--- config.mk ---
export PLATFORM = sky130hd
export DESIGN_NAME = fur_top
export DESIGN_NICKNAME = d
export VERILOG_FILES = /design/src/rtl/fur_pkg.sv /design/src/rtl/fur_top.sv /design/src/rtl/fur_fifo.sv /design/src/rtl/fur_rate_gen.sv
export VERILOG_INCLUDE_DIRS = /design/src /design/src/rtl
export SDC_FILE = /design/constraint.sdc
export NUM_CORES = 1
export LEC_CHECK = 0
export ABC_AREA = 1
export BUFFER_PORTS_ARGS = -buffer_cell sky130_fd_sc_hd__buf_4
export CAP_MARGIN = 20
export CORE_ASPECT_RATIO = 1.25
export CORE_MARGIN = 1.5
export CORE_UTILIZATION = 60
export CTS_CLUSTER_DIAMETER = 120
export DETAILED_ROUTE_END_ITERATION = 8
export PLACE_DENSITY = 0.81
export SETUP_SLACK_MARGIN = 0.02
export SLEW_MARGIN = 20
export SYNTH_ARGS = -nofsm -noshare
export SYNTH_HDL_FRONTEND = slang
export SYNTH_SLANG_ARGS = --single-unit
--- constraint.sdc ---
create_clock -name mclk -period 20.7 [get_ports mclk]
set_input_delay 2.07 -clock mclk [delete_from_list [all_inputs] [get_ports mclk]]
set_output_delay 2.07 -clock mclk [all_outputs]
set_load 0.05 [all_outputs]
--- src/rtl/fur_params.svh ---
// register map, field positions, reset values and timing figures for the serial rate/fifo block
`ifndef FUR_PARAMS_SVH
`define FUR_PARAMS_SVH
`define FUR_OFS_MODE      8'h00
`define FUR_OFS_DIVISOR   8'h04
`define FUR_OFS_FIFO_CTRL 8'h08
`define FUR_OFS_STATUS    8'h0C
`define FUR_OFS_IRQ_MASK  8'h10
`define FUR_OFS_TX_DATA   8'h14
`define FUR_OFS_RX_DATA   8'h18
`define FUR_OFS_COUNT     8'h1C
`define FUR_MODE_EXT_BIT  2
`define FUR_FC_TRIG_HI    7
`define FUR_FC_TRIG_LO    6
`define FUR_FC_TX_RST     2
`define FUR_FC_RX_RST     1
`define FUR_FC_LOOP       0
`define FUR_ST_RX_FULL    0
`define FUR_ST_RX_OVR     1
`define FUR_ST_TX_EMPTY   2
`define FUR_DIVISOR_RST   8'hFF
`define FUR_TRIG_0        5'h01
`define FUR_TRIG_1        5'h04
`define FUR_TRIG_2        5'h08
`define FUR_TRIG_3        5'h0E
`define FUR_SAMPLES_BIT   4'hF
`define FUR_COUNT_TX_LSB  8
`endif

--- src/rtl/fur_pkg.sv ---
// state types for the serial rate/fifo block
package fur_pkg;
    typedef struct packed {
        logic [5:0] pre_cnt;
        logic [7:0] div_cnt;
        logic       half;
        logic [3:0] smp_cnt;
        logic [2:0] ext_s;
        logic       ext_lvl;
        logic       sample_tick;
        logic       bit_tick;
    } fur_rate_st_t;

    typedef struct packed {
        logic        pready;
        logic        pslverr;
        logic [31:0] prdata;
        logic [1:0]  prescale;
        logic        ext_sel;
        logic [7:0]  divisor;
        logic [1:0]  rx_trig;
        logic        tx_rst;
        logic        rx_rst;
        logic        loop;
        logic [2:0]  status;
        logic [2:0]  mask;
        logic        irq;
        logic [2:0]  rxd_s;
        logic        rxd_lvl;
        logic        txd;
        logic        rxd_eng;
        logic        tx_avail;
        logic [7:0]  tx_byte;
    } fur_top_st_t;
endpackage : fur_pkg

--- src/rtl/fur_top.sv ---
// serial channel rate generation, fifo control, loop-back and apb registers
//
// Our own choices: the address map and the APB register port.
`timescale 1ns/1ns
`include "fur_params.svh"
module fur_top #(
    parameter int DEPTH = 16
) (
    // clock, reset, enable
    input  wire logic        mclk,
    input  wire logic        rstn,
    input  wire logic        ce,
    // apb slave
    input  wire logic        psel,
    input  wire logic        penable,
    input  wire logic        pwrite,
    input  wire logic [7:0]  paddr,
    input  wire logic [31:0] pwdata,
    output logic             pready,
    output logic [31:0]      prdata,
    output logic             pslverr,
    // interrupt
    output logic             irq,
    // serial pins
    input  wire logic        rxd_pin,
    output logic             txd_pin,
    input  wire logic        ext_clk_pin,
    // frame engine side
    input  wire logic        txd_eng,
    output logic             rxd_eng,
    output logic             tx_avail,
    output logic [7:0]       tx_byte,
    input  wire logic        tx_pop,
    input  wire logic        rx_push,
    input  wire logic [7:0]  rx_byte,
    output logic             sample_tick,
    output logic             bit_tick
);
    localparam int AW = $clog2(DEPTH);

    logic [1:0]            rst_sync_q;
    logic                  rst_n;
    fur_pkg::fur_top_st_t  st_q;
    fur_pkg::fur_top_st_t  st_d;
    logic                  acc;
    logic                  done;
    logic                  wr_done;
    logic                  rd_done;
    logic [7:0]            tx_head;
    logic [7:0]            rx_head;
    logic [AW:0]           tx_cnt;
    logic [AW:0]           rx_cnt;
    logic                  tx_full;
    logic                  tx_empty;
    logic                  rx_full;
    logic                  rx_empty;
    logic                  tx_push;
    logic                  rx_pop;
    logic                  eng_pop;
    logic [2:0]            st_set;
    logic [31:0]           rdata;
    logic                  hit;

    // threshold for each trigger field value
    function automatic logic [4:0] fur_trig(input logic [1:0] sel);
        unique case (sel)
            2'h0: fur_trig = `FUR_TRIG_0;
            2'h1: fur_trig = `FUR_TRIG_1;
            2'h2: fur_trig = `FUR_TRIG_2;
            2'h3: fur_trig = `FUR_TRIG_3;
        endcase
    endfunction : fur_trig

    // reset release through two flops
    always_ff @(posedge mclk or negedge rstn) begin
        if (!rstn) begin
            rst_sync_q <= 2'h0;
        end else begin
            rst_sync_q <= {rst_sync_q[0], 1'b1};
        end
    end
    assign rst_n = rst_sync_q[1];

    // outputs straight from state
    assign pready   = st_q.pready;
    assign prdata   = st_q.prdata;
    assign pslverr  = st_q.pslverr;
    assign irq      = st_q.irq;
    assign txd_pin  = st_q.txd;
    assign rxd_eng  = st_q.rxd_eng;
    assign tx_avail = st_q.tx_avail;
    assign tx_byte  = st_q.tx_byte;

    // apb phases: answer one cycle into access, effects at the completing edge
    assign acc     = psel && penable && !st_q.pready;
    assign done    = psel && penable && st_q.pready;
    assign wr_done = done && pwrite && !st_q.pslverr;
    assign rd_done = done && !pwrite && !st_q.pslverr;
    assign tx_push = wr_done && (paddr == `FUR_OFS_TX_DATA);
    assign rx_pop  = rd_done && (paddr == `FUR_OFS_RX_DATA);
    assign eng_pop = tx_pop && st_q.tx_avail;

    // read mux and address decode
    always_comb begin
        rdata = 32'h0000_0000;
        hit   = 1'b1;
        unique case (paddr)
            `FUR_OFS_MODE:      rdata[2:0] = {st_q.ext_sel, st_q.prescale};
            `FUR_OFS_DIVISOR:   rdata[7:0] = st_q.divisor;
            `FUR_OFS_FIFO_CTRL: begin
                rdata[`FUR_FC_TRIG_HI:`FUR_FC_TRIG_LO] = st_q.rx_trig;
                rdata[`FUR_FC_TX_RST] = st_q.tx_rst;
                rdata[`FUR_FC_RX_RST] = st_q.rx_rst;
                rdata[`FUR_FC_LOOP]   = st_q.loop;
            end
            `FUR_OFS_STATUS:    rdata[2:0] = st_q.status;
            `FUR_OFS_IRQ_MASK:  rdata[2:0] = st_q.mask;
            `FUR_OFS_TX_DATA:   rdata = 32'h0000_0000;
            `FUR_OFS_RX_DATA:   rdata[7:0] = rx_head;
            `FUR_OFS_COUNT: begin
                rdata[`FUR_COUNT_TX_LSB +: AW+1] = tx_cnt;
                rdata[AW:0] = rx_cnt;
            end
            default:            hit = 1'b0;
        endcase
    end

    // events that set sticky status bits
    always_comb begin
        st_set = 3'h0;
        st_set[`FUR_ST_RX_FULL]  = (int'(rx_cnt) > int'(fur_trig(st_q.rx_trig)));
        st_set[`FUR_ST_RX_OVR]   = rx_push && rx_full;
        st_set[`FUR_ST_TX_EMPTY] = tx_empty;
    end

    // next state
    always_comb begin
        st_d = st_q;
        // apb answer
        st_d.pready = acc;
        if (acc) begin
            st_d.prdata  = hit ? rdata : 32'h0000_0000;
            st_d.pslverr = !hit;
        end else if (done) begin
            st_d.pslverr = 1'b0;
        end
        // register writes
        if (wr_done) begin
            unique case (paddr)
                `FUR_OFS_MODE: begin
                    st_d.prescale = pwdata[1:0];
                    st_d.ext_sel  = pwdata[`FUR_MODE_EXT_BIT];
                end
                `FUR_OFS_DIVISOR:   st_d.divisor = pwdata[7:0];
                `FUR_OFS_FIFO_CTRL: begin
                    st_d.rx_trig = pwdata[`FUR_FC_TRIG_HI:`FUR_FC_TRIG_LO];
                    st_d.tx_rst  = pwdata[`FUR_FC_TX_RST];
                    st_d.rx_rst  = pwdata[`FUR_FC_RX_RST];
                    st_d.loop    = pwdata[`FUR_FC_LOOP];
                end
                `FUR_OFS_IRQ_MASK:  st_d.mask = pwdata[2:0];
                default:            st_d.mask = st_q.mask;
            endcase
        end
        // write one to clear, a set in the same cycle wins
        st_d.status = st_q.status & ~((wr_done && paddr == `FUR_OFS_STATUS) ?
                      pwdata[2:0] : 3'h0);
        st_d.status = st_d.status | st_set;
        st_d.irq    = |(st_d.status & st_d.mask);
        // receive pin: three flops, change counts once stages two and three agree
        st_d.rxd_s = {st_q.rxd_s[1:0], rxd_pin};
        if (st_q.rxd_s[1] == st_q.rxd_s[2]) begin
            st_d.rxd_lvl = st_q.rxd_s[2];
        end
        // loop-back: transmit held at mark, engine hears its own output
        st_d.txd     = st_q.loop ? 1'b1 : txd_eng;
        st_d.rxd_eng = st_q.loop ? txd_eng : st_q.rxd_lvl;
        // head byte offered to the engine, withdrawn for a cycle after each pop
        st_d.tx_avail = !tx_empty && !eng_pop && !st_q.tx_rst;
        st_d.tx_byte  = tx_head;
    end

    // state register, frozen while ce is low
    always_ff @(posedge mclk or negedge rst_n) begin
        if (!rst_n) begin
            st_q         <= '0;
            st_q.divisor <= `FUR_DIVISOR_RST;
        end else if (ce) begin
            st_q <= st_d;
        end
    end

    // transmit fifo: cpu fills, engine drains
    fur_fifo #(.W(8), .D(DEPTH), .AW(AW)) u_tx_fifo (
        .mclk      (mclk),
        .rst_n     (rst_n),
        .ce        (ce),
        .clr       (st_q.tx_rst),
        .push      (tx_push),
        .push_data (pwdata[7:0]),
        .pop       (eng_pop),
        .head      (tx_head),
        .count     (tx_cnt),
        .full      (tx_full),
        .empty     (tx_empty)
    );

    // receive fifo: engine fills, cpu drains
    fur_fifo #(.W(8), .D(DEPTH), .AW(AW)) u_rx_fifo (
        .mclk      (mclk),
        .rst_n     (rst_n),
        .ce        (ce),
        .clr       (st_q.rx_rst),
        .push      (rx_push),
        .push_data (rx_byte),
        .pop       (rx_pop),
        .head      (rx_head),
        .count     (rx_cnt),
        .full      (rx_full),
        .empty     (rx_empty)
    );

    // bit rate generator
    fur_rate_gen u_rate (
        .mclk        (mclk),
        .rst_n       (rst_n),
        .ce          (ce),
        .prescale    (st_q.prescale),
        .divisor     (st_q.divisor),
        .ext_sel     (st_q.ext_sel),
        .ext_clk_pin (ext_clk_pin),
        .sample_tick (sample_tick),
        .bit_tick    (bit_tick)
    );
endmodule : fur_top

--- src/rtl/fur_fifo.sv ---
// synchronous flip-flop fifo with clear, used for both directions
`timescale 1ns/1ns
module fur_fifo #(
    parameter int W  = 8,
    parameter int D  = 16,
    parameter int AW = 4
) (
    // clock, reset, enable
    input  wire logic          mclk,
    input  wire logic          rst_n,
    input  wire logic          ce,
    // control
    input  wire logic          clr,
    input  wire logic          push,
    input  wire logic [W-1:0]  push_data,
    input  wire logic          pop,
    // state
    output logic      [W-1:0]  head,
    output logic      [AW:0]   count,
    output logic               full,
    output logic               empty
);
    typedef struct packed {
        logic [D-1:0][W-1:0] mem;
        logic [AW-1:0]       wr;
        logic [AW-1:0]       rd;
        logic [AW:0]         cnt;
    } fur_fifo_st_t;

    fur_fifo_st_t st_q;
    fur_fifo_st_t st_d;
    logic         do_push;
    logic         do_pop;

    // status taken straight from state
    assign count = st_q.cnt;
    assign full  = (st_q.cnt == (AW+1)'(D));
    assign empty = (st_q.cnt == '0);
    assign head  = st_q.mem[st_q.rd];

    // next state: clear discards everything, otherwise push and pop
    always_comb begin
        do_push = push && !full;
        do_pop  = pop && !empty;
        st_d    = st_q;
        if (clr) begin
            st_d.wr  = '0;
            st_d.rd  = '0;
            st_d.cnt = '0;
        end else begin
            if (do_push) begin
                st_d.mem[st_q.wr] = push_data;
                st_d.wr = st_q.wr + 1'b1;
            end
            if (do_pop) begin
                st_d.rd = st_q.rd + 1'b1;
            end
            st_d.cnt = st_q.cnt + (AW+1)'(do_push) - (AW+1)'(do_pop);
        end
    end

    // state register, frozen while ce is low
    always_ff @(posedge mclk or negedge rst_n) begin
        if (!rst_n) begin
            st_q <= '0;
        end else if (ce) begin
            st_q <= st_d;
        end
    end
endmodule : fur_fifo

--- src/rtl/fur_rate_gen.sv ---
// bit rate generator: prescaler, divisor and external clock path
`timescale 1ns/1ns
`include "fur_params.svh"
module fur_rate_gen (
    // clock, reset, enable
    input  wire logic       mclk,
    input  wire logic       rst_n,
    input  wire logic       ce,
    // settings
    input  wire logic [1:0] prescale,
    input  wire logic [7:0] divisor,
    input  wire logic       ext_sel,
    input  wire logic       ext_clk_pin,
    // ticks
    output logic            sample_tick,
    output logic            bit_tick
);
    fur_pkg::fur_rate_st_t st_q;
    fur_pkg::fur_rate_st_t st_d;
    logic                  src_tick;
    logic                  half_tick;
    logic                  smp;

    // last prescaler count: 1, 4, 16 or 64 cycles per source tick
    function automatic logic [5:0] fur_pre_last(input logic [1:0] sel);
        unique case (sel)
            2'h0: fur_pre_last = 6'h00;
            2'h1: fur_pre_last = 6'h03;
            2'h2: fur_pre_last = 6'h0F;
            2'h3: fur_pre_last = 6'h3F;
        endcase
    endfunction : fur_pre_last

    assign sample_tick = st_q.sample_tick;
    assign bit_tick    = st_q.bit_tick;

    // internal: (divisor+1)*4^n cycles per half, two halves per sample, 16 samples per bit
    always_comb begin
        st_d      = st_q;
        src_tick  = (st_q.pre_cnt >= fur_pre_last(prescale));
        half_tick = 1'b0;
        st_d.pre_cnt = src_tick ? 6'h00 : st_q.pre_cnt + 6'h01;
        if (src_tick) begin
            if (st_q.div_cnt >= divisor) begin
                st_d.div_cnt = 8'h00;
                half_tick    = 1'b1;
            end else begin
                st_d.div_cnt = st_q.div_cnt + 8'h01;
            end
        end
        if (half_tick) begin
            st_d.half = !st_q.half;
        end
        // external clock: three-flop sync, edge once stages two and three agree
        st_d.ext_s = {st_q.ext_s[1:0], ext_clk_pin};
        if (st_q.ext_s[1] == st_q.ext_s[2]) begin
            st_d.ext_lvl = st_q.ext_s[2];
        end
        if (ext_sel) begin
            smp = st_d.ext_lvl && !st_q.ext_lvl;
        end else begin
            smp = half_tick && st_q.half;
        end
        st_d.sample_tick = smp;
        st_d.bit_tick    = smp && (st_q.smp_cnt == `FUR_SAMPLES_BIT);
        if (smp) begin
            st_d.smp_cnt = st_q.smp_cnt + 4'h1;
        end
    end

    // state register, frozen while ce is low
    always_ff @(posedge mclk or negedge rst_n) begin
        if (!rst_n) begin
            st_q <= '0;
        end else if (ce) begin
            st_q <= st_d;
        end
    end
endmodule : fur_rate_gen

==> impl_metrics.csv, run 1 <==
group,metric,value,unit
global_routing,grt_pass1_vias,14430,
power,total_power,2211,uW
yosys,synth_flop_cell,"dfrtp_1",
timing,tns,0,ns
timing,setup_violations,0,
detailed_routing,detail_route.drc_violations,0,
placed_design,numPlacedInstances,2605,
worst_setup_path,cp_slowest_cell,"nor3_1",
clock_tree,ctsHoldBuffers,0,
timing,slew_viol_final,0,
power,power_density,111.8,nW/um^2
worst_setup_path,crit_start,"paddr[5]",
detailed_routing,wirelength,42680,um
die,rows,71,
outcome,status,"finished clean",
job,maxCapViolations,0,
layout,num_antenna_cells,0,
layout,syn2layout_area_growth,8.784,%
timing,max_slew_margin,31.12,%
clock_tree,cts_resized,0,
die,die_area,31350,um^2
clock_tree,cts.clk_slew.worst_paths,0.06,ns
worst_setup_path,critical-path-max-stage-delay,0.62,ns
detailed_routing,num_vias,15060,
die,die_h,197.6,um
yosys,synth_edf_count,0,
clock_tree,cts_max_level,2,
timing,finalCritPeriodShare,20.65,%
timing,clock_skew,0.02697,ns
worst_setup_path,cp-start-kind,"primary input",
timing,rsz0062_at_grt,"no",
yosys,syn_area,18180,um^2
die,coreArea,29940,um^2
global_routing,grt_start_max_net_pins,84,
yosys,ys_warn_count,0,
power,leakagePower,0.009424,uW
clock_tree,root_buffer,"clkbuf_16",
detailed_routing,firstDrtPassIters,5,
detailed_routing,viasPerCell,5.634,
placed_design,preCtsSetupSlack,15.89,ns
yosys,avgSynthCellArea,8.043,um^2
layout,layout_commonest_cell,"nand2_1",
worst_setup_path,cp_top_family,"simple AND/OR/NAND/NOR gates",
yosys,async_reset_ff_share,100.0,%
timing,whs,0.3489,ns
detailed_routing,ant_nets,0,
worst_setup_path,worstSetupEndpointType,"flop",
global_routing,antenna_found_initial,0,
worst_setup_path,worstSetupPathType,"in2reg",
die,io_pins,107,
yosys,ys_types,44,
layout,fillers,2505,
die,chipWidth,158.7,um
worst_setup_path,path_depth,15,
timing,period_minus_slack,4.275,ns
detailed_routing,wire_per_inst,15.97,um
global_routing,grt.overflow.total,0,
hold_path,hold_start,"rst_sync_q[0]",
worst_setup_path,r2r_cells,14,
worst_setup_path,path_max_fanout,6,
layout,layout_common_cells,"nand2_1, dfrtp_1, nand3_1, o21ai_0, inv_1",
worst_setup_path,r2r-start,"u_rx_fifo.count[2]",
detailed_routing,drtIter0Drc,1353,
placed_design,gp_congestion,0.9233,
power,ir_worst_vdd,0.00009621,V
yosys,ys_seq_elements,362,
worst_setup_path,path_cells,"buf_4 > inv_1 > nand2_1 > nor2_4 > nand3_1 > nor3_1 > ha_1 > inv_1 > ha_1 > fa_1 > nand2_1 > a21oi_1 > nor2_1 > xor2_1 > o22ai_1",
timing,worst_pin_slew,1.033,ns
clock_tree,cts_buffers,38,
clock_tree,postCtsSetupRepairBufs,0,
layout,nNetsFinal,2348,
clock_tree,clk_path_buf_depth,3,
worst_setup_path,critical_path_required,21.09,ns
worst_setup_path,r2r_setup_slack,17.72,ns
layout,fin_cells,2673,
die,start_util,60.71,%
timing,hold_viol,0,
global_routing,grt_usage,28.44,%
placed_design,portBuffers,63,
placed_design,dp_hpwl,27830,um
clock_tree,clock_latency,0.54,ns
worst_setup_path,cp_num_buf_inv,3,
hold_path,worstHoldPathCells,0,
worst_setup_path,arrival,4.67,ns
timing,max_freq,233.9,MHz
layout,drive_gt1_share,8.891,%
yosys,seq_area_frac_synth,49.89,%
yosys,syn-instance-count,2260,
clock_tree,tritoncts,"done",
global_routing,grt_first_pass_wirelength,71200,um
hold_path,hold_class,"reg2reg",
clock_tree,clock-sinks,362,
timing,setup_ws,16.43,ns
-- through the flow --
step                      cell area [um^2]  utilization (%)
after floorplan                      18240                -
after global placement               18510            61.83
after detailed placement             18510            61.83
after CTS                            19770            66.02
after global routing                 19770            66.05
final                                19770            66.05
-- cells by family (layout without fill, tap and decap cells) --
| family | Yosys count | after routing | synth area share [%] |
|---|---|---|---|
| AOI/OAI and AO/OA | 424 | 424 | 12.46 |
| xor gates and xnor gates | 20 | 20 | 0.9637 |
| adders and majority gates | 45 | 45 | 3.180 |
| buffers and inverters | 311 | 305 | 7.799 |
| DFF | 362 | 362 | 49.89 |
| other | 2 | 20 | 0.04132 |
| and+or+nand+nor | 1096 | 1096 | 25.66 |
-- worst reg2reg max path: cells and delay by family, from the launching register on --
kind,cells,cell delay (ns)
adders and majority gates,4,1.02
and+or+nand+nor,5,0.93
DFF,1,0.42
xor gates and xnor gates,1,0.17
AOI/OAI and AO/OA,2,0.15
buffers and inverters,2,0.14
-- layer usage --
layer / vias to the layer above / global-route usage, % / share of wire, %
li1: 7229 / - / -
met1: 7175 / 37.31 / 42
met2: 543 / 47.16 / 48
met3: 112 / 3.927 / 6.0
met4: 0 / 12.18 / 4.0
met5: - / 0 / 0
-- flip-flops by register name, indices dropped and copies added (netlist names), 5 cells and up --
| signal | count |
|---|---|
| tx_byte | 8 |
| u_rate.st_q | 21 |
| u_rx_fifo.st_q | 136 |
| u_tx_fifo.st_q | 136 |
| u_rx_fifo.count | 5 |
| st_q | 24 |
| prdata | 13 |
| u_tx_fifo.count | 5 |
-- power breakdown --
part	total (uW)	internal [uW]	switching (uW)
Clock	686	405	282
Combinational	574	190	384
Sequential	950	857	93.5
Total	2210	1450	759
-- worst paths after layout --
path,end
max,u_rx_fifo.count[4]
min,rst_sync_q[1]
max reg2reg,u_rx_fifo.count[4]
min reg2reg,rst_sync_q[1]
max in group asynchronous,u_rx_fifo.st_q[103]
min in group asynchronous,u_tx_fifo.st_q[37]
-- Yosys cell counts (9+ instances only) --
master | number | share of area (%)
o21ai_0 | 157 | 4.3
o31ai_1 | 18 | 0.74
buf_1 | 9 | 0.19
nand2_1 | 751 | 16
nor2_2 | 10 | 0.34
nand4_1 | 12 | 0.41
clkbuf_1 | 72 | 1.5
inv_1 | 152 | 3.1
xor2_1 | 14 | 0.67
buf_2 | 19 | 0.52
o22ai_1 | 11 | 0.38
o211ai_1 | 12 | 0.50
nand3_1 | 157 | 4.3
o21ai_1 | 104 | 2.9
buf_4 | 42 | 1.7
dfrtp_1 | 354 | 49
nor2_1 | 129 | 2.7
ha_1 | 43 | 3.0
a21oi_1 | 103 | 2.8
-- final cells by class --
type                    count  area (um^2)  share of cell area [%]
flip-flops and latches    362         9075                   45.90
multi-input cells        1605         7760                   39.25
clock buffers              52         1084                   5.480
inverters                 161        604.3                   3.056
repair buffers             76        578.1                   2.923
well taps                 401        501.7                   2.537
clock inverters            16        170.2                  0.8606
(Power assumes the default switching activity.)
==> run 2: changes to the inputs <==
==> constraint.sdc (replaced) <==
create_clock -name mclk -period 4 [get_ports mclk]
set_input_delay 0.4 -clock mclk [delete_from_list [all_inputs] [get_ports mclk]]
set_output_delay 0.4 -clock mclk [all_outputs]
set_load 0.05 [all_outputs]
==> impl_metrics.csv, run 2 (synthesized netlist as in run 1, its figures left out) <==
group,metric,value,unit
die,rows,71,
placed_design,numPlacedInstances,2607,
detailed_routing,wirelength,43970,um
placed_design,gp_congestion,0.9152,
timing,setup_violations,0,
detailed_routing,drtIter0Drc,1472,
timing,clock_skew,0.02638,ns
clock_tree,clk_path_buf_depth,3,
detailed_routing,wire_per_inst,16.44,um
hold_path,hold_start,"ext_clk_pin",
power,leakagePower,0.009408,uW
worst_setup_path,path_max_fanout,4,
global_routing,grt_usage,28.90,%
placed_design,portBuffers,63,
clock_tree,cts_max_level,2,
clock_tree,tritoncts,"done",
timing,worst_pin_slew,1.014,ns
timing,period_minus_slack,2.902,ns
global_routing,grt_start_max_net_pins,111,
die,die_h,197.6,um
detailed_routing,detail_route.drc_violations,0,
outcome,status,"finished clean",
timing,finalCritPeriodShare,72.54,%
layout,reg_top3,"u_rx_fifo.st_q (136), u_tx_fifo.st_q (136), st_q (24)",
clock_tree,cts.clk_slew.worst_paths,0.06,ns
global_routing,grt_first_pass_wirelength,71940,um
layout,layout_common_cells,"nand2_1, dfrtp_1, nand3_1, o21ai_0, inv_1",
timing,hold_viol,0,
worst_setup_path,r2r_setup_slack,1.10,ns
layout,syn2layout_area_growth,8.839,%
clock_tree,cts_buffers,38,
job,maxCapViolations,0,
timing,max_freq,344.6,MHz
clock_tree,clock-sinks,362,
detailed_routing,ant_nets,0,
worst_setup_path,worstSetupPathType,"reg2reg",
global_routing,antenna_found_initial,0,
placed_design,dp_hpwl,28520,um
die,die_area,31350,um^2
detailed_routing,firstDrtPassIters,5,
clock_tree,cts_resized,0,
global_routing,grt.overflow.total,0,
clock_tree,root_buffer,"clkbuf_16",
timing,tns,0,ns
global_routing,grt_pass1_vias,14530,
clock_tree,clock_latency,0.54,ns
die,coreArea,29940,um^2
layout,nNetsFinal,2351,
worst_setup_path,worstSetupEndpointType,"flop",
layout,layout_commonest_cell,"nand2_1",
timing,max_slew_margin,32.38,%
worst_setup_path,critical_path_required,4.40,ns
layout,num_antenna_cells,0,
worst_setup_path,cp-start-kind,"flop",
layout,final_util,66.08,%
timing,slew_viol_final,0,
worst_setup_path,r2r-start,"u_tx_fifo.count[2]",
hold_path,hold_class,"in2reg",
detailed_routing,num_vias,15070,
power,power_density,575.5,nW/um^2
layout,fin_cells,2675,
worst_setup_path,arrival,3.30,ns
clock_tree,postCtsSetupRepairBufs,0,
die,start_util,60.71,%
timing,rsz0062_at_grt,"no",
power,ir_worst_vdd,0.0004421,V
die,chipWidth,158.7,um
clock_tree,ctsHoldBuffers,1,
die,io_pins,107,
layout,drive_gt1_share,8.751,%
worst_setup_path,crit_start,"u_tx_fifo.count[2]",
detailed_routing,viasPerCell,5.634,
[run 2: cell types whose count changed in the layout (fill, tap and decap cells not counted), sizes merged]
| cell | before | now |
|---|---|---|
| clkinv | 17 | 13 |
| dlygate4sd3 | 0 | 1 |
| clkbuf | 52 | 53 |
| bufinv | 3 | 2 |
| buf | 76 | 78 |
| clkinvlp | 0 | 3 |
[run 2: per-stage QoR]
step	power (uW)	hold slack (ns)	worst slack (ns)	area (um^2)
final	11380	0.08773	1.098	19780
after floorplan	7140	0.1044	0.4333	18250
after global placement	7757	0.1834	1.257	18550
after global routing	12010	0.09121	0.9011	19780
after CTS	11390	0.07712	1.150	19780
after detailed placement	7916	0.1838	1.182	18550
[run 2: cell type report]
class	instances	area, um^2
fill	2449	10150
sequential	362	9075
multi-input combinational	1605	7760
clock buffer	53	1069
timing repair buffer	79	620.6
inverter	161	606.8
tap	401	501.7
clock inverter	14	150.1
[run 2: per-layer routing]
layer | up-vias | routed length, um | track usage [%]
li1 | 7211 | - | -
met1 | 7241 | 18170 | 37.40
met2 | 513 | 21650 | 48.71
met3 | 106 | 2455 | 3.488
met4 | 0 | 1689 | 12.74
met5 | - | 0 | 0
[run 2: path summary, 6_finish.rpt]
kind                                            to  cells after the start
min in group asynchronous            rst_sync_q[0]                      2
worst min-delay path                u_rate.st_d[4]                      3
worst max-delay path            u_tx_fifo.count[4]                     15
worst max register to register  u_tx_fifo.count[4]                     15
worst min register to register       rst_sync_q[1]                      0
max in group asynchronous        u_rx_fifo.st_q[5]                      1
[run 2: worst max-delay path, stage by stage (launching register included)]
cell,delay (ns)
dfrtp_1,0.40
inv_1,0.14
ha_1,0.19
nand4_1,0.24
nand2_1,0.20
inv_1,0.08
ha_1,0.27
inv_1,0.04
ha_1,0.20
fa_1,0.40
nand2_1,0.09
inv_1,0.06
nor2_1,0.11
nor2_1,0.08
o31ai_1,0.19
o22ai_1,0.09
[run 2: where the power goes]
group,internal [uW],switching (uW),total [uW]
logic,984,2000,2980
clock network,2010,1450,3460
registers,4440,506,4940
==> run 3: changes to the inputs <==
--- a/config.mk
+++ b/config.mk
@@ -6,7 +6,7 @@
 export SDC_FILE = /design/constraint.sdc
 export NUM_CORES = 1
 export LEC_CHECK = 0
-export ABC_AREA = 1
+export ABC_AREA = 0
 export BUFFER_PORTS_ARGS = -buffer_cell sky130_fd_sc_hd__buf_4
 export CAP_MARGIN = 20
 export CORE_ASPECT_RATIO = 1.25
==> constraint.sdc (replaced) <==
create_clock -name mclk -period 2.9 [get_ports mclk]
set_input_delay 0.29 -clock mclk [delete_from_list [all_inputs] [get_ports mclk]]
set_output_delay 0.29 -clock mclk [all_outputs]
set_load 0.05 [all_outputs]
==> impl_metrics.csv, run 3 <==
group,metric,value,unit
worst_setup_path,critical_path_required,3.33,ns
clock_tree,cts.clk_slew.worst_paths,0.06,ns
yosys,synth_edf_count,0,
clock_tree,tritoncts,"done",
yosys,syn-instance-count,1336,
clock_tree,clock-sinks,362,
layout,drive_gt1_share,40.68,%
global_routing,antenna_found_initial,1,
yosys,ys_warn_count,0,
detailed_routing,wire_per_inst,21.91,um
power,pwr-share-comb,23.7,%
clock_tree,clk_path_buf_depth,3,
global_routing,grt_usage,26.90,%
die,coreArea,29340,um^2
power,p_sw,4436,uW
yosys,synth_flop_cell,"dfrtp_1",
timing,finalCritPeriodShare,95.51,%
detailed_routing,firstDrtPassIters,5,
timing,clock_skew,0.04007,ns
yosys,synth.most_common_cell,"dfrtp_1",
yosys,ys_top_cells_by_area,"dfrtp_1, mux2_2, mux4_2, ha_1, mux2_4",
timing,setup_violations,0,
detailed_routing,drtIter0Drc,792,
timing,whs,0.05987,ns
layout,reg_top3,"u_rx_fifo.st_q (136), u_tx_fifo.st_q (136), st_q (24)",
detailed_routing,detail_route.drc_violations,0,
layout,syn2layout_area_growth,12.82,%
timing,rsz0062_at_grt,"yes",
timing,period_minus_slack,2.770,ns
die,io_pins,107,
placed_design,gp_congestion,0.8883,
detailed_routing,wirelength,39810,um
clock_tree,root_buffer,"clkbuf_16",
global_routing,grt_first_pass_wirelength,64270,um
die,die_h,196.5,um
power,p_int,11210,uW
power,leakagePower,0.009747,uW
clock_tree,cts_max_level,2,
timing,max_slew_margin,49.12,%
timing,hold_viol,0,
job,maxCapViolations,0,
yosys,yosys-top-cells-count,"dfrtp_1, mux2_2, mux4_2",
timing,slew_viol_final,0,
detailed_routing,viasPerCell,6.151,
timing,worst_pin_slew,0.7616,ns
worst_setup_path,r2r_setup_slack,0.13,ns
power,pwr-share-seq,43.0,%
outcome,status,"finished clean",
yosys,syn_area,17980,um^2
yosys,ys_types,68,
placed_design,numPlacedInstances,1742,
yosys,synth_top_area_share,49.27,%
layout,layout_commonest_cell,"dfrtp_1",
power,power.share.clock,33.3,%
layout,fin_cells,1817,
power,ir_worst_vdd,0.0006687,V
die,start_util,61.28,%
clock_tree,clock_latency,0.54,ns
layout,layout_common_cells,"dfrtp_1, mux2_2, buf_4",
layout,nNetsFinal,1496,
power,p_sw_share,28.36,%
layout,num_antenna_cells,0,
layout,fillers,1963,
worst_setup_path,path_max_fanout,3,
yosys,seq_area_frac_synth,50.44,%
hold_path,hold_class,"in2reg",
layout,final_util,69.13,%
worst_setup_path,worstSetupPathType,"reg2reg",
die,rows,70,
worst_setup_path,worstSetupEndpointType,"flop",
global_routing,grt_start_max_net_pins,77,
clock_tree,cts_buffers,38,
die,chipWidth,157.8,um
worst_setup_path,arrival,3.20,ns
timing,max_freq,361.1,MHz
placed_design,portBuffers,63,
die,die_area,31020,um^2
worst_setup_path,cp-start-kind,"flop",
yosys,async_reset_ff_share,100.0,%
yosys,ys_seq_elements,362,
global_routing,grt.overflow.total,0,
timing,tns,0,ns
global_routing,grt_pass1_vias,11760,
yosys,avgSynthCellArea,13.46,um^2
yosys,yosysTopAreaCell,"dfrtp_1",
detailed_routing,ant_nets,0,
placed_design,dp_hpwl,26730,um
power,power_density,771.1,nW/um^2
detailed_routing,num_vias,11180,
[run 3: cell types whose count changed in the layout (fill, tap and decap cells not counted), sizes merged, moves of 12 or more]
cell | before | now
nand3 | 162 | 31
mux2i | 0 | 28
mux4 | 0 | 71
o21ai | 269 | 51
mux2 | 0 | 285
nor2 | 146 | 47
buf | 78 | 109
nor2b | 0 | 12
xor2 | 14 | 1
nand2 | 755 | 70
inv | 157 | 40
a21oi | 103 | 25
[run 3: critical path: stages, from the launching register on]
cell and delay (ns):
dfrtp_1 0.40, inv_2 0.09, ha_2 0.18, nor4b_4 0.18
buf_4 0.15, nor4_4 0.04, ha_1 0.28, inv_1 0.05
ha_2 0.18, fa_2 0.38, a21oi_2 0.12, nor2_1 0.05
nor2_1 0.12, xnor2_1 0.15, mux2i_1 0.21, o2bb2ai_1 0.08
[run 3: path summary, 6_finish.rpt]
| check | to | from | depth (start not counted) |
|---|---|---|---|
| setup reg to reg | u_rx_fifo.count[4] | u_rx_fifo.count[2] | 15 |
| hold reg to reg | rst_sync_q[1] | rst_sync_q[0] | 0 |
| max in group asynchronous | u_tx_fifo.st_q[5] | rst_sync_q[1] | 1 |
| setup / recovery | u_rx_fifo.count[4] | u_rx_fifo.count[2] | 15 |
| hold / removal | txd_pin | txd_eng | 3 |
| min in group asynchronous | rst_sync_q[1] | rstn | 2 |
[run 3: area by class of cell]
cell class / count / area, um^2 / area share (%)
multi-input cells: 837 / 8273 / 40.78
inverters: 41 / 153.9 / 0.7587
repair buffers: 112 / 923.4 / 4.552
clock inverters: 15 / 251.5 / 1.240
well taps: 396 / 495.5 / 2.443
clock buffers: 54 / 1112 / 5.484
flip-flops and latches: 362 / 9075 / 44.74
[run 3: power by group through the flow]
stage,Combinational [uW],Sequential (uW),Clock (uW)
floorplan,2790,6620,0
global placement,3450,6670,0
detailed placement,3600,6760,0
CTS,3640,6690,5300
global route,4050,6840,5500
finish,3700,6720,5210
[run 3: per-stage QoR]
| stage | cell area (um^2) | setup slack, ns | total power [uW] |
|---|---|---|---|
| 6_report | 20280 | 0.1303 | 15640 |
| 5_1_grt | 20280 | -0.01684 | 16390 |
| 4_1_cts | 20220 | 0.05793 | 15630 |
| 3_5_place_dp | 18820 | -0.04960 | 10360 |
| 3_3_place_gp | 18820 | 0.05161 | 10130 |
| 2_1_floorplan | 18070 | -0.6667 | 9414 |
[run 3: logic make-up after synthesis]
family / synth area share, %
other: 0.04177
buffers and inverters: 4.287
xor gates and xnor gates: 0.5845
DFF: 50.44
adders and majority gates: 3.215
AOI/OAI and AO/OA: 5.560
muxes: 28.80
and+or+nand+nor: 7.070
[run 3: what timing repair did]
| item | 4_1_cts | 5_1_grt |
|---|---|---|
| resized for setup | 1 | 13 |
| setup buffers | 0 | 3 |
| hold buffers | 3 | 0 |
| endpoints found under the setup margin | 1 | 3 |
| pin swaps | 0 | 4 |
| hold endpoints to repair | 4 | 0 |
[run 3: per-layer routing]
layer	vias to the layer above	GRT usage (%)	share of wire (%)
met5	-	0	0.033
met4	2	9.574	3.5
met3	112	4.178	4.4
met2	312	47.24	52
met1	5801	33.60	40
li1	4949	-	-
